`src/pkg/led_ctrl_pkg.sv`:
```
package led_ctrl_pkg;

  // ************************************************************
  // register map
  // ************************************************************
  localparam logic [7:0] ADDR_FUNCTION_CONTROL = 8'h00;
  localparam logic [7:0] ADDR_GATE_SUPPLY_TARGET = 8'h01;
  localparam logic [7:0] ADDR_CH1_ON_VOLTAGE = 8'h20;
  localparam logic [7:0] ADDR_CH1_OFF_VOLTAGE = 8'h21;
  localparam logic [7:0] ADDR_CH2_ON_VOLTAGE = 8'h22;
  localparam logic [7:0] ADDR_CH2_OFF_VOLTAGE = 8'h23;

  // ************************************************************
  // function control fields
  // ************************************************************
  localparam int FC_SPI_STATUS_BIT = 7;
  localparam int FC_CLR_ERROR_BIT = 6;
  localparam int FC_CH2_ENABLE_BIT = 2;
  localparam int FC_CH1_ENABLE_BIT = 1;

  // ************************************************************
  // reset values and code limits
  // ************************************************************
  localparam logic [7:0] FUNCTION_CONTROL_RESET = 8'h00;
  localparam logic [7:0] GATE_SUPPLY_RESET = 8'ha6;
  localparam logic [7:0] VOLTAGE_RESET = 8'h00;
  localparam logic [7:0] GATE_SUPPLY_MIN_CODE = 8'h5d;
  localparam logic [7:0] GATE_SUPPLY_MAX_CODE = 8'ha6;

  // ************************************************************
  // timing
  // ************************************************************
  localparam int CLK_PERIOD_NS = 10;
  localparam int MEAS_PERIOD_NS = 10000;
  localparam int MEAS_PERIOD_CYCLES = (MEAS_PERIOD_NS + CLK_PERIOD_NS - 1) / CLK_PERIOD_NS;
  localparam int MEAS_CNT_W = $clog2(MEAS_PERIOD_CYCLES);
  localparam int SPI_READY_NS = 1000;
  localparam int SPI_READY_CYCLES = (SPI_READY_NS + CLK_PERIOD_NS - 1) / CLK_PERIOD_NS;
  localparam int READY_CNT_W = $clog2(SPI_READY_CYCLES);
  localparam int STATIC_INTERVAL_US = 1000;
  localparam int STATIC_INTERVAL_CYCLES = STATIC_INTERVAL_US * 1000 / CLK_PERIOD_NS;

  // ************************************************************
  // device mode
  // ************************************************************
  typedef enum logic [2:0] {
    MODE_STARTUP = 3'b001,
    MODE_OPERATE = 3'b010,
    MODE_FAIL_SILENT = 3'b100
  } mode_t;

endpackage

```
`src/rtl/pin_sync.sv`:
```
`timescale 1ns/10ps
module pin_sync #(
  parameter int WIDTH = 1
) (
  input wire logic clk,
  input wire logic reset,
  input wire logic [WIDTH-1:0] async_in,
  output logic [WIDTH-1:0] sync_out
);

  logic [WIDTH-1:0] stage1;

  // two flops; only the second stage is visible to logic
  always_ff @(posedge clk) begin
    if (reset) begin
      stage1 <= '0;
      sync_out <= '0;
    end else begin
      stage1 <= async_in;
      sync_out <= stage1;
    end
  end

endmodule

```
`src/rtl/channel_capture.sv`:
```
`timescale 1ns/10ps
module channel_capture
  import led_ctrl_pkg::*;
#(
  parameter int STATIC_CYCLES = STATIC_INTERVAL_CYCLES
) (
  input wire logic clk,
  input wire logic reset,
  input wire logic level,
  input wire logic sample_strobe,
  input wire logic [7:0] sample_code,
  input wire logic update_enable,
  output logic [7:0] on_voltage,
  output logic [7:0] off_voltage
);

  localparam int SW = $clog2(STATIC_CYCLES + 1);

  logic level_d;
  logic [7:0] latest_code;
  logic latest_level;
  logic latest_valid;
  logic [SW-1:0] static_cnt;
  logic level_edge;
  logic static_hit;

  assign level_edge = level ^ level_d;
  assign static_hit = (static_cnt == SW'(STATIC_CYCLES - 1));

  // remember the last sample with the dimming level seen when it was taken
  always_ff @(posedge clk) begin
    if (reset) begin
      level_d <= 1'b0;
      latest_code <= VOLTAGE_RESET;
      latest_level <= 1'b0;
      latest_valid <= 1'b0;
    end else begin
      level_d <= level;
      if (sample_strobe && update_enable) begin
        latest_code <= sample_code;
        latest_level <= level;
        latest_valid <= 1'b1;
      end
    end
  end

  // time since the last edge; wraps so a static input refreshes repeatedly
  always_ff @(posedge clk) begin
    if (reset || level_edge || static_hit) begin
      static_cnt <= '0;
    end else begin
      static_cnt <= static_cnt + SW'(1);
    end
  end

  // on an edge store into the register that matches the level of the sample; on a static hit store into both
  always_ff @(posedge clk) begin
    if (reset) begin
      on_voltage <= VOLTAGE_RESET;
      off_voltage <= VOLTAGE_RESET;
    end else if (latest_valid && update_enable) begin
      if (level_edge) begin
        if (latest_level) begin
          on_voltage <= latest_code;
        end else begin
          off_voltage <= latest_code;
        end
      end else if (static_hit) begin
        on_voltage <= latest_code;
        off_voltage <= latest_code;
      end
    end
  end

endmodule

```
`src/rtl/led_channel_pwm_control.sv`:
```
`timescale 1ns/10ps
module led_channel_pwm_control
  import led_ctrl_pkg::*;
#(
  parameter int STATIC_CYCLES = STATIC_INTERVAL_CYCLES
) (
  input wire logic clk,
  input wire logic reset,
  input wire logic ch1_dimming_input,
  input wire logic ch2_dimming_input,
  input wire logic ch1_switch_request,
  input wire logic ch2_switch_request,
  input wire logic input_voltage_status,
  input wire logic bootstrap_undervoltage_error,
  input wire logic [7:0] ch1_adc_code,
  input wire logic [7:0] ch2_adc_code,
  input wire logic reg_write,
  input wire logic reg_read,
  input wire logic [7:0] reg_addr,
  input wire logic [7:0] reg_wdata,
  output logic [7:0] reg_rdata,
  output logic reg_rvalid,
  output logic reg_error,
  output logic [1:0] gate_output,
  output logic [7:0] gate_supply_setting,
  output logic gate_supply_enable,
  output logic fail_silent,
  output logic meas_start
);

  // ************************************************************
  // declarations
  // ************************************************************
  mode_t mode;
  mode_t next_mode;
  logic [5:0] pins_sync;
  logic dim1;
  logic dim2;
  logic sw1;
  logic sw2;
  logic vin_ok;
  logic bsuv;
  logic ch1_input_enable;
  logic ch2_input_enable;
  logic spi_status_request;
  logic clr_error_pending;
  logic error_flag;
  logic error_event;
  logic [READY_CNT_W-1:0] ready_cnt;
  logic ready_done;
  logic [MEAS_CNT_W-1:0] meas_cnt;
  logic meas_tick;
  logic meas_enable;
  logic ch1_active;
  logic ch2_active;
  logic wr_fc;
  logic wr_gs;
  logic wr_ro;
  logic addr_mapped;
  logic addr_writable;
  logic [7:0] ch1_on_voltage;
  logic [7:0] ch1_off_voltage;
  logic [7:0] ch2_on_voltage;
  logic [7:0] ch2_off_voltage;
  logic [7:0] function_control_view;

  // ************************************************************
  // pin synchronisers
  // ************************************************************
  // all pin status enters through one two-flop bank; the adc codes bypass it
  pin_sync #(
    .WIDTH(6)
  ) u_pin_sync (
    .clk(clk),
    .reset(reset),
    .async_in({bootstrap_undervoltage_error, input_voltage_status,
               ch2_switch_request, ch1_switch_request,
               ch2_dimming_input, ch1_dimming_input}),
    .sync_out(pins_sync)
  );

  // one dimming input per channel
  assign dim1 = pins_sync[0];
  assign dim2 = pins_sync[1];
  assign sw1 = pins_sync[2];
  assign sw2 = pins_sync[3];
  assign vin_ok = pins_sync[4];
  assign bsuv = pins_sync[5];

  // ************************************************************
  // register access decode
  // ************************************************************
  // writes land only on the two control registers; voltages are read only
  assign wr_fc = reg_write && (reg_addr == ADDR_FUNCTION_CONTROL);
  assign wr_gs = reg_write && (reg_addr == ADDR_GATE_SUPPLY_TARGET);

  // address classification for the error answer
  always_comb begin
    addr_mapped = 1'b0;
    addr_writable = 1'b0;
    case (reg_addr)
      ADDR_FUNCTION_CONTROL,
      ADDR_GATE_SUPPLY_TARGET: begin
        addr_mapped = 1'b1;
        addr_writable = 1'b1;
      end
      ADDR_CH1_ON_VOLTAGE,
      ADDR_CH1_OFF_VOLTAGE,
      ADDR_CH2_ON_VOLTAGE,
      ADDR_CH2_OFF_VOLTAGE: begin
        addr_mapped = 1'b1;
      end
      default: begin
        addr_mapped = 1'b0;
      end
    endcase
  end

  assign wr_ro = reg_write && !addr_writable;

  // ************************************************************
  // startup timer
  // ************************************************************
  // the serial interface is not declared usable until this expires or an error ends startup early
  always_ff @(posedge clk) begin
    if (reset) begin
      ready_cnt <= '0;
    end else if (!ready_done) begin
      ready_cnt <= ready_cnt + READY_CNT_W'(1);
    end
  end

  assign ready_done = (ready_cnt == READY_CNT_W'(SPI_READY_CYCLES - 1));

  // ************************************************************
  // function control register
  // ************************************************************
  // enable bits gate the dimming inputs; reserved bits are not stored
  always_ff @(posedge clk) begin
    if (reset) begin
      ch1_input_enable <= FUNCTION_CONTROL_RESET[FC_CH1_ENABLE_BIT];
      ch2_input_enable <= FUNCTION_CONTROL_RESET[FC_CH2_ENABLE_BIT];
      spi_status_request <= FUNCTION_CONTROL_RESET[FC_SPI_STATUS_BIT];
    end else if (wr_fc) begin
      ch1_input_enable <= reg_wdata[FC_CH1_ENABLE_BIT];
      ch2_input_enable <= reg_wdata[FC_CH2_ENABLE_BIT];
      spi_status_request <= reg_wdata[FC_SPI_STATUS_BIT];
    end
  end

  // ************************************************************
  // error clear request
  // ************************************************************
  // a pending request is consumed by the first error it sees, so an
  // error that arrives while the request waits is cleared at once
  always_ff @(posedge clk) begin
    if (reset) begin
      clr_error_pending <= FUNCTION_CONTROL_RESET[FC_CLR_ERROR_BIT];
    end else if (clr_error_pending && (error_flag || error_event)) begin
      clr_error_pending <= 1'b0;
    end else if (wr_fc && reg_wdata[FC_CLR_ERROR_BIT]) begin
      clr_error_pending <= 1'b1;
    end
  end

  // ************************************************************
  // error latch
  // ************************************************************
  // regulator codes above the maximum are treated as bootstrap undervoltage;
  // this may retrigger right after a clear until the code is fixed
  assign error_event = bsuv ||
                       (gate_supply_enable && (gate_supply_setting > GATE_SUPPLY_MAX_CODE));

  // the clear request wins over a new error, as the error is then
  // consumed together with the request
  always_ff @(posedge clk) begin
    if (reset) begin
      error_flag <= 1'b0;
    end else if (clr_error_pending && (error_flag || error_event)) begin
      error_flag <= 1'b0;
    end else if (error_event) begin
      error_flag <= 1'b1;
    end
  end

  // ************************************************************
  // device mode
  // ************************************************************
  // next mode from startup timer and error latch
  always_comb begin
    next_mode = mode;
    case (mode)
      MODE_STARTUP: begin
        if (error_flag) begin
          next_mode = MODE_FAIL_SILENT;
        end else if (ready_done) begin
          next_mode = MODE_OPERATE;
        end
      end
      MODE_OPERATE: begin
        if (error_flag) begin
          next_mode = MODE_FAIL_SILENT;
        end
      end
      MODE_FAIL_SILENT: begin
        if (!error_flag) begin
          next_mode = MODE_OPERATE;
        end
      end
      default: begin
        next_mode = MODE_STARTUP;
      end
    endcase
  end

  // mode register
  always_ff @(posedge clk) begin
    if (reset) begin
      mode <= MODE_STARTUP;
    end else begin
      mode <= next_mode;
    end
  end

  // fail-silent indication to the rest of the chip
  always_ff @(posedge clk) begin
    if (reset) begin
      fail_silent <= 1'b0;
    end else begin
      fail_silent <= (next_mode == MODE_FAIL_SILENT);
    end
  end

  // ************************************************************
  // gate supply target
  // ************************************************************
  // any code is stored as written so a read back shows what took effect;
  // the regulator maps it to its target, higher code lower voltage
  always_ff @(posedge clk) begin
    if (reset) begin
      gate_supply_setting <= GATE_SUPPLY_RESET;
    end else if (wr_gs) begin
      gate_supply_setting <= reg_wdata;
    end
  end

  // regulator off on low input voltage or while fail-silent
  always_ff @(posedge clk) begin
    if (reset) begin
      gate_supply_enable <= 1'b0;
    end else begin
      gate_supply_enable <= vin_ok && (next_mode != MODE_FAIL_SILENT);
    end
  end

  // ************************************************************
  // gate drivers
  // ************************************************************
  // a channel runs only with input high, enabled, supply good, operating
  assign ch1_active = dim1 && ch1_input_enable && vin_ok && (mode == MODE_OPERATE);
  assign ch2_active = dim2 && ch2_input_enable && vin_ok && (mode == MODE_OPERATE);

  // the hysteretic comparator request toggles the gate while active;
  // the two-flop sync adds latency to the comparator loop by design
  always_ff @(posedge clk) begin
    if (reset) begin
      gate_output <= 2'b00;
    end else begin
      gate_output[0] <= ch1_active && sw1;
      gate_output[1] <= ch2_active && sw2;
    end
  end

  // ************************************************************
  // measurement period
  // ************************************************************
  // free running period counter
  always_ff @(posedge clk) begin
    if (reset || meas_tick) begin
      meas_cnt <= '0;
    end else begin
      meas_cnt <= meas_cnt + MEAS_CNT_W'(1);
    end
  end

  assign meas_tick = (meas_cnt == MEAS_CNT_W'(MEAS_PERIOD_CYCLES - 1));
  assign meas_enable = vin_ok;

  // converter start pulse, one per period, suppressed on low input
  always_ff @(posedge clk) begin
    if (reset) begin
      meas_start <= 1'b0;
    end else begin
      meas_start <= meas_tick && meas_enable;
    end
  end

  // ************************************************************
  // per-channel capture
  // ************************************************************
  channel_capture #(
    .STATIC_CYCLES(STATIC_CYCLES)
  ) u_capture_ch1 (
    .clk(clk),
    .reset(reset),
    .level(dim1),
    .sample_strobe(meas_tick),
    .sample_code(ch1_adc_code),
    .update_enable(meas_enable),
    .on_voltage(ch1_on_voltage),
    .off_voltage(ch1_off_voltage)
  );

  channel_capture #(
    .STATIC_CYCLES(STATIC_CYCLES)
  ) u_capture_ch2 (
    .clk(clk),
    .reset(reset),
    .level(dim2),
    .sample_strobe(meas_tick),
    .sample_code(ch2_adc_code),
    .update_enable(meas_enable),
    .on_voltage(ch2_on_voltage),
    .off_voltage(ch2_off_voltage)
  );

  // ************************************************************
  // read back
  // ************************************************************
  // status bit needs the request and a finished startup; reserved read 0
  always_comb begin
    function_control_view = 8'h00;
    function_control_view[FC_SPI_STATUS_BIT] = spi_status_request &&
                                               (mode != MODE_STARTUP);
    function_control_view[FC_CLR_ERROR_BIT] = clr_error_pending;
    function_control_view[FC_CH2_ENABLE_BIT] = ch2_input_enable;
    function_control_view[FC_CH1_ENABLE_BIT] = ch1_input_enable;
  end

  // registered read data; voltage codes pass as stored
  always_ff @(posedge clk) begin
    if (reset) begin
      reg_rdata <= 8'h00;
    end else if (reg_read) begin
      case (reg_addr)
        ADDR_FUNCTION_CONTROL: reg_rdata <= function_control_view;
        ADDR_GATE_SUPPLY_TARGET: reg_rdata <= gate_supply_setting;
        ADDR_CH1_ON_VOLTAGE: reg_rdata <= ch1_on_voltage;
        ADDR_CH1_OFF_VOLTAGE: reg_rdata <= ch1_off_voltage;
        ADDR_CH2_ON_VOLTAGE: reg_rdata <= ch2_on_voltage;
        ADDR_CH2_OFF_VOLTAGE: reg_rdata <= ch2_off_voltage;
        default: reg_rdata <= 8'h00;
      endcase
    end
  end

  // read answer strobe and access error, both one-cycle pulses
  always_ff @(posedge clk) begin
    if (reset) begin
      reg_rvalid <= 1'b0;
      reg_error <= 1'b0;
    end else begin
      reg_rvalid <= reg_read;
      reg_error <= (reg_read && !addr_mapped) || wr_ro;
    end
  end

endmodule

```
`config.mk`:
```
export PLATFORM = sky130hd
export DESIGN_NAME = led_channel_pwm_control
export DESIGN_NICKNAME = d
export VERILOG_FILES = /design/src/pkg/led_ctrl_pkg.sv /design/src/rtl/pin_sync.sv /design/src/rtl/channel_capture.sv /design/src/rtl/led_channel_pwm_control.sv
export SDC_FILE = /design/constraint.sdc
export NUM_CORES = 1
export LEC_CHECK = 0
export BUFFER_PORTS_ARGS = -buffer_cell sky130_fd_sc_hd__buf_2
export CAP_MARGIN = 20
export CORE_AREA = 5 5 154 156
export DETAILED_ROUTE_END_ITERATION = 12
export DIE_AREA = 0 0 159 161
export PLACE_DENSITY = 0.46
export SYNTH_ARGS = -nofsm -noshare
export SYNTH_HDL_FRONTEND = slang
export SYNTH_HIERARCHICAL = 1
export SYNTH_SLANG_ARGS = --single-unit
```
`constraint.sdc`:
```
create_clock -name clk -period 2.2 [get_ports clk]
set_input_delay 0.11 -clock clk [delete_from_list [all_inputs] [get_ports clk]]
set_output_delay 0.11 -clock clk [all_outputs]
set_load 0.03 [all_outputs]
```
==> summary.md, run 1 <==
| Metric | Value |
|---|---|
| CP arrival | ~2.4 ns |
| Root Buffer | clkbuf_16 |
| Die height | between 150 and 200 µm |
| Antenna Nets Post-Route | 0 |
| Largest net degree at the start of global routing | 65 |
| Leakage | 3.10 nW |
| Port Buffers | 64 |
| CP endpoint kind | flip-flop |
| Ant diodes | 0 |
| Clock sinks | ~150 |
| Max-Cap Viols | 0 |
| # DRC | 0 |
| Tot GR Track Use | between 10% and 20% |
| First-pass GRT wire length | about 24 mm |
| Setup TNS | 0 ns |
| Fin crit period | between 1.5 and 2 ns |
| Nets | 810 |
| Number of post-CTS setup repair buffers | 0 |
| Most frequent cells in the layout | dfxtp_1, nor2_1, buf_2 |
| Outcome | completed |
| Slew at the pin closest to its max-slew limit | just under 0.7 ns |
| Placed Area | 6970 µm² |
| Vias in the first global route | between 4k and 5k |
| Final setup fails | 0 |
| Final hold viol count | 0 |
| Post-DR vias/cell | about 4.5 |
| Multi-input logic area | roughly 3200 µm² |
| Fin crit share | about nine tenths |
| Overall power | between 5 and 6 mW |
| # fillers | roughly 2.3k |
| Number of DRC markers in iteration 0 | 238 |
| CTS tree | yes |
| Seq. cell area | about 3000 µm² |
| Layout area overhead | 24.0% |
| Starting Density | 28.5% |
| Worst-case clock buffer depth | 2 |
| Layout cells sized above 1 | a little under a fifth |
| H-Tree Depth | 4 |
| Worst skew pair latency | approximately 0.43 ns |
| Pwr dens | 755 nW/µm² |
| DPL Wire Length | 10.3 mm |
| Count of distinct cell types in the synthesized netlist | 55 |
| Global route overflow | 0 |
| CTS Buf Count | 17 |
| Post-synthesis sequential area ratio | between 40% and 50% |
| Most common cell after layout, fill and taps aside | dfxtp_1 |
| PostCTS Resize Cnt | 0 |
| Core Area | 22200 µm² |
| Clock slew at reported path FFs | 0.06 ns |
| TritonRoute pass-1 iters | 4 |
| FFs w/ async S/R, synth | 0% |
| Synthesized flop and latch total | approximately 150 |
| CP Launch Type | flip-flop |
| Place WS | around 0.23 ns |
| Final core utilization | 35.4% |
| Total Wirelength | ~15 mm |
| Clock skew | between 0.01 and 0.015 ns |
| Vias | about 4.7k |
| Final Slew Violations | 0 |
| CP required | ~2.6 ns |
| Final worst setup slack | between 0.2 and 0.25 ns |
| Syn Area/Cell | between 9 and 10 µm² |
| Inst Count DP | about 1k |
| WL per Instance | 13.9 µm |
| Die ar. | approximately 26000 µm² |
| Cell count after synthesis | 664 |
| Chip Width | approximately 160 µm |
| Fin cells | about 1.1k |
| Worst hold slack | between 0.03 and 0.04 ns |
| Rows | 55 |
| Initial antenna violation count | 0 |
| IO Count | 65 |
| Relative slew margins | a little over half |
| Max Freq | a little over 500 MHz |
| Worst hold path class | primary input to flip-flop |
| Syn nets | 710 |
| Main synth FF type | dfxtp_1 |
| Peak VDD IR | between 0.4 and 0.5 mV |
| Mapped Area | 6340 µm² |
| Synth warnings | 6 |
| EDFF count, synth | 0 |
| Design area | ~7900 µm² |
| Critical path peak fanout | 10 |
| Placer congestion estimate | 0.743 |
| CP Class | flip-flop to flip-flop |
| RSZ-0062 raised after global routing | false |
| Hold buffers post-CTS | 30 |
[state kept, by name, indices dropped and copies added, names as in the netlist, 7 cells and up]
signal	cells
u_capture_ch1/static_cnt	17
u_capture_ch2/static_cnt	17
meas_cnt	10
gate_supply_setting	8
reg_rdata	8
u_capture_ch1/latest_code	8
u_capture_ch1/off_voltage	8
u_capture_ch1/on_voltage	8
u_capture_ch2/latest_code	8
u_capture_ch2/off_voltage	8
u_capture_ch2/on_voltage	8
ready_cnt	7
[cells in the mapped netlist (3+ instances only)]
cell,instances,share of area (%)
dfxtp_1,148,47
nor2_1,82,4.9
nand2_1,59,3.5
nand2b_1,54,5.3
mux2i_1,47,7.4
a21oi_1,31,2.4
xnor2_1,31,4.3
inv_1,20,1.2
nand3_1,19,1.5
nor3_1,18,1.4
clkbuf_1,13,0.77
xor2_1,11,1.5
nand4_1,9,0.89
nor4_1,9,0.89
nor2b_2,8,1.1
or3_1,7,0.69
mux4_2,6,2.1
o31ai_1,6,0.71
buf_6,5,0.89
nand4bb_1,5,0.89
a211o_1,4,0.55
a21oi_2,4,0.55
ha_1,4,0.79
nor2b_1,4,0.39
o21ai_0,4,0.32
a22oi_1,3,0.36
and2_1,3,0.30
buf_2,3,0.24
buf_4,3,0.36
nor3b_1,3,0.36
or4_1,3,0.36
[cells by family after synthesis]
logic type	synth area share, %
and+or+nand+nor	27.0
DFF	46.7
AOI/OAI and AO/OA	6.53
muxes	9.73
xor gates and xnor gates	5.80
adders and majority gates	0.789
buffers and inverters	3.43
[critical path, stage by stage (launching register included)]
cell and delay [ns]:
dfxtp_1 0.35, ha_1 0.21, nand4b_1 0.10, or4_1 0.46, inv_1 0.16, and2_1 0.38, nand2_1 0.12, a21oi_1 0.13
[metal layers]
metal / wire length, µm / vias to the layer above / track usage (%)
li1: - / 2484 / -
met3: 639 / 16 / 3.80
met5: 0 / - / 0
met1: 7390 / 2173 / 15.9
met4: 190 / 0 / 3.84
met2: 6520 / 68 / 18.1
[final timing paths]
kind	startpoint	cells past startpoint	slack, ns	endpoint
hold reg to reg	u_pin_sync/sync_out[2]	2	0.44	gate_output[0]
setup / recovery	meas_cnt[0]	7	0.22	u_capture_ch1/latest_code[4]
setup reg to reg	meas_cnt[0]	7	0.22	u_capture_ch1/latest_code[4]
hold / removal	reg_write	3	0.04	reg_error
[cell type report]
cell class	count	area share, %
multi-input combinational	472	40.2
clock inverter	9	1.29
tap	285	4.54
clock buffer	23	6.21
sequential	148	37.7
timing repair buffer	105	9.14
inverter	20	0.955
[power by group]
part	internal [mW]	leakage [nW]	total (mW)	switching, mW
Clock	1.78	0.293	2.88	1.10
Combinational	0.146	1.61	0.304	0.158
Sequential	2.72	1.20	2.75	0.0289
No activity file was read; power rests on OpenSTA's default activity.
==> run 2, diff against run 1 <==
CORE_AREA = 5 5 152 154   (was 5 5 154 156)
DIE_AREA = 0 0 157 159   (was 0 0 159 161)
SYNTH_HIERARCHICAL = default   (was 1)
==> summary.md, run 2 <==
| Metric | Value |
|---|---|
| Critical path peak fanout | 8 |
| Final setup fails | 0 |
| Root Buffer | clkbuf_16 |
| Fin cells | between 1k and 1.5k |
| Top post-synthesis cells by area | dfxtp_1, mux2i_1, nor2_1, nand2_1, xor2_1 |
| Vias in the first global route | between 4k and 5k |
| Worst hold slack | 0.103 ns |
| Cell count after synthesis | ~610 |
| Post-synth top cells | dfxtp_1, nor2_1, mux2i_1 |
| TritonRoute pass-1 iters | 4 |
| Syn nets | 657 |
| Clock skew | between 0.006 and 0.007 ns |
| Total Wirelength | approximately 15 mm |
| Fin crit share | 87.2% |
| Number of DRC markers in iteration 0 | 227 |
| DPL Wire Length | between 10 and 15 mm |
| Hold Path Origin | reg_addr[3] |
| Syn Area/Cell | between 10 and 15 µm² |
| First-pass GRT wire length | roughly 24 mm |
| PostCTS Resize Cnt | 0 |
| Reg2reg setup slack | 0.28 ns |
| Main synth FF type | dfxtp_1 |
| FFs w/ async S/R, synth | 0% |
| Reg2reg start | u_capture_ch2.static_cnt[0] |
| Rows | 54 |
| Max-Cap Viols | 0 |
| Worst-case clock buffer depth | 2 |
| Global route overflow | 0 |
| Core Area | roughly 22000 µm² |
| Biggest regs | u_capture_ch1.static_cnt x17, u_capture_ch2.static_cnt x17, meas_cnt x10 |
| Worst Hold End | reg_rdata[2] |
| Antenna Nets Post-Route | 0 |
| Cell type with the largest total area after synthesis | dfxtp_1 |
| Post-synthesis sequential area ratio | between 40% and 50% |
| Ant diodes | 0 |
| Number of post-CTS setup repair buffers | 0 |
| Initial antenna violation count | 0 |
| Nets | between 700 and 800 |
| Inst Count DP | approximately 940 |
| CTS tree | yes |
| Outcome | completed |
| Hold buffers post-CTS | 32 |
| Clock sinks | 147 |
| WL per Instance | 14.5 µm |
| Die ar. | 25000 µm² |
| CP required | between 2 and 3 ns |
| Worst Reg-to-Reg Cells | 5 |
| Final Slew Violations | 0 |
| CP endpoint kind | flip-flop |
| Clock slew at reported path FFs | 0.06 ns |
| Most frequent cells in the layout | dfxtp_1, nor2_1, buf_2 |
| Largest net degree at the start of global routing | 34 |
| R2R Path End | u_capture_ch2.off_voltage[6] |
| Synthesized flop and latch total | about 150 |
| Worst hold path class | primary input to flip-flop |
| Vias | about 4.7k |
| Fin crit period | 1.92 ns |
| Starting Density | roughly 28% |
| Post-DR vias/cell | about 4.6 |
| Synth warnings | 0 |
| CP Launch Type | flip-flop |
| Most common cell after layout, fill and taps aside | dfxtp_1 |
| Final hold viol count | 0 |
| Port Buffers | 64 |
| Die height | 159 µm |
| Post-synth top area share | a little under 50% |
| Max Freq | roughly 520 MHz |
| Most frequent cell after synthesis | dfxtp_1 |
| CTS Buf Count | 17 |
| Mapped Area | a little over 6000 µm² |
| Relative slew margins | roughly 61% |
| Placer congestion estimate | between 0.7 and 0.8 |
| RSZ-0062 raised after global routing | false |
| WHS Path Cells | 4 |
| IO Count | 65 |
| Count of distinct cell types in the synthesized netlist | 69 |
| Layout area overhead | 24.7% |
| Leakage | approximately 3 nW |
| Overall power | a little under 6 mW |
| Pwr dens | about 770 nW/µm² |
| # DRC | 0 |
| Final core utilization | between 30% and 40% |
| Tot GR Track Use | a little under an eighth |
| Chip Width | between 150 and 200 µm |
| Setup TNS | 0 ns |
| H-Tree Depth | 4 |
| Peak VDD IR | roughly 0.43 mV |
| Slew at the pin closest to its max-slew limit | 0.586 ns |
| Worst skew pair latency | 0.42 ns |
| Layout cells sized above 1 | between 10% and 20% |
| EDFF count, synth | 0 |
| CP Class | flip-flop to flip-flop |
| CP arrival | between 2 and 2.5 ns |
==> run 2: changes by cell type after synthesis, moves of 6 or more <==
| cell | before | now |
|---|---|---|
| xor2_1 | 11 | 22 |
| a21oi_1 | 31 | 14 |
| nor2b_2 | 8 | 0 |
| nand2b_1 | 54 | 5 |
| xnor2_1 | 31 | 16 |
| inv_1 | 20 | 8 |
| nand2_1 | 59 | 52 |
| nor2b_1 | 4 | 19 |
| a22o_1 | 0 | 16 |
| o21ai_0 | 4 | 16 |
| mux2i_1 | 47 | 53 |
| and4_1 | 2 | 8 |
==> run 2: where the power goes <==
part / total (mW) / switching, mW / internal, mW
Sequential: 2.72 / 0.0268 / 2.70
Clock: 2.85 / 1.15 / 1.69
Combinational: 0.277 / 0.149 / 0.127
==> run 2: layout make-up <==
type	count	area [µm²]
Multi-Input combinational cell	434	3020
Timing Repair Buffer	105	708
Inverter	8	30.0
Clock buffer	23	488
Clock inverter	9	92.6
Fill cell	2197	13900
Sequential cell	147	2940
Tap cell	280	350
==> run 2: worst max path at each step <==
stage                                startpoint                           end  cells after the start
floorplan                          ready_cnt[0]                       mode[0]                      5
global placement    u_capture_ch2.static_cnt[0]  u_capture_ch2.off_voltage[7]                      5
finish              u_capture_ch2.static_cnt[0]  u_capture_ch2.off_voltage[6]                      5
CTS                 u_capture_ch2.static_cnt[0]  u_capture_ch2.off_voltage[1]                      5
global route        u_capture_ch2.static_cnt[0]  u_capture_ch2.off_voltage[5]                      5
detailed placement  u_capture_ch2.static_cnt[0]  u_capture_ch2.off_voltage[2]                      5
==> run 2: metal layers <==
metal | vias up | part of all wire, % | GRT usage, %
met5 | - | 0 | 0
met2 | 63 | 48 | 19.4
met3 | 15 | 3.2 | 3.18
met1 | 2223 | 47 | 15.3
li1 | 2373 | - | -
met4 | 0 | 1.5 | 3.79
==> run 2: critical path, cell delays in order, from the launching register on <==
cell and delay, ns:
dfxtp_1 0.37, ha_1 0.22, and4_1 0.36, nand4_1 0.25
o21ai_2 0.44, a22o_1 0.21
==> run 2: kinds of logic (layout without fill, tap and decap cells) <==
family | Yosys count | count (layout) | synth area share (%)
buffers and inverters | 30 | 145 | 2.58
XOR/XNOR | 39 | 39 | 5.70
AO/OA/AOI/OAI | 78 | 78 | 9.59
multiplexers | 58 | 58 | 10.5
adder cells (fa/ha/maj) | 4 | 4 | 0.818
AND/OR/NAND/NOR | 255 | 255 | 22.7
flip-flops | 147 | 147 | 48.1
==> run 2: metrics by stage <==
stage          area, µm²  worst slack (ns)
2_1_floorplan       6120             0.578
3_3_place_gp        6730             0.410
3_5_place_dp        6730             0.286
4_1_cts             7630             0.286
5_1_grt             7630             0.116
6_report            7630             0.282
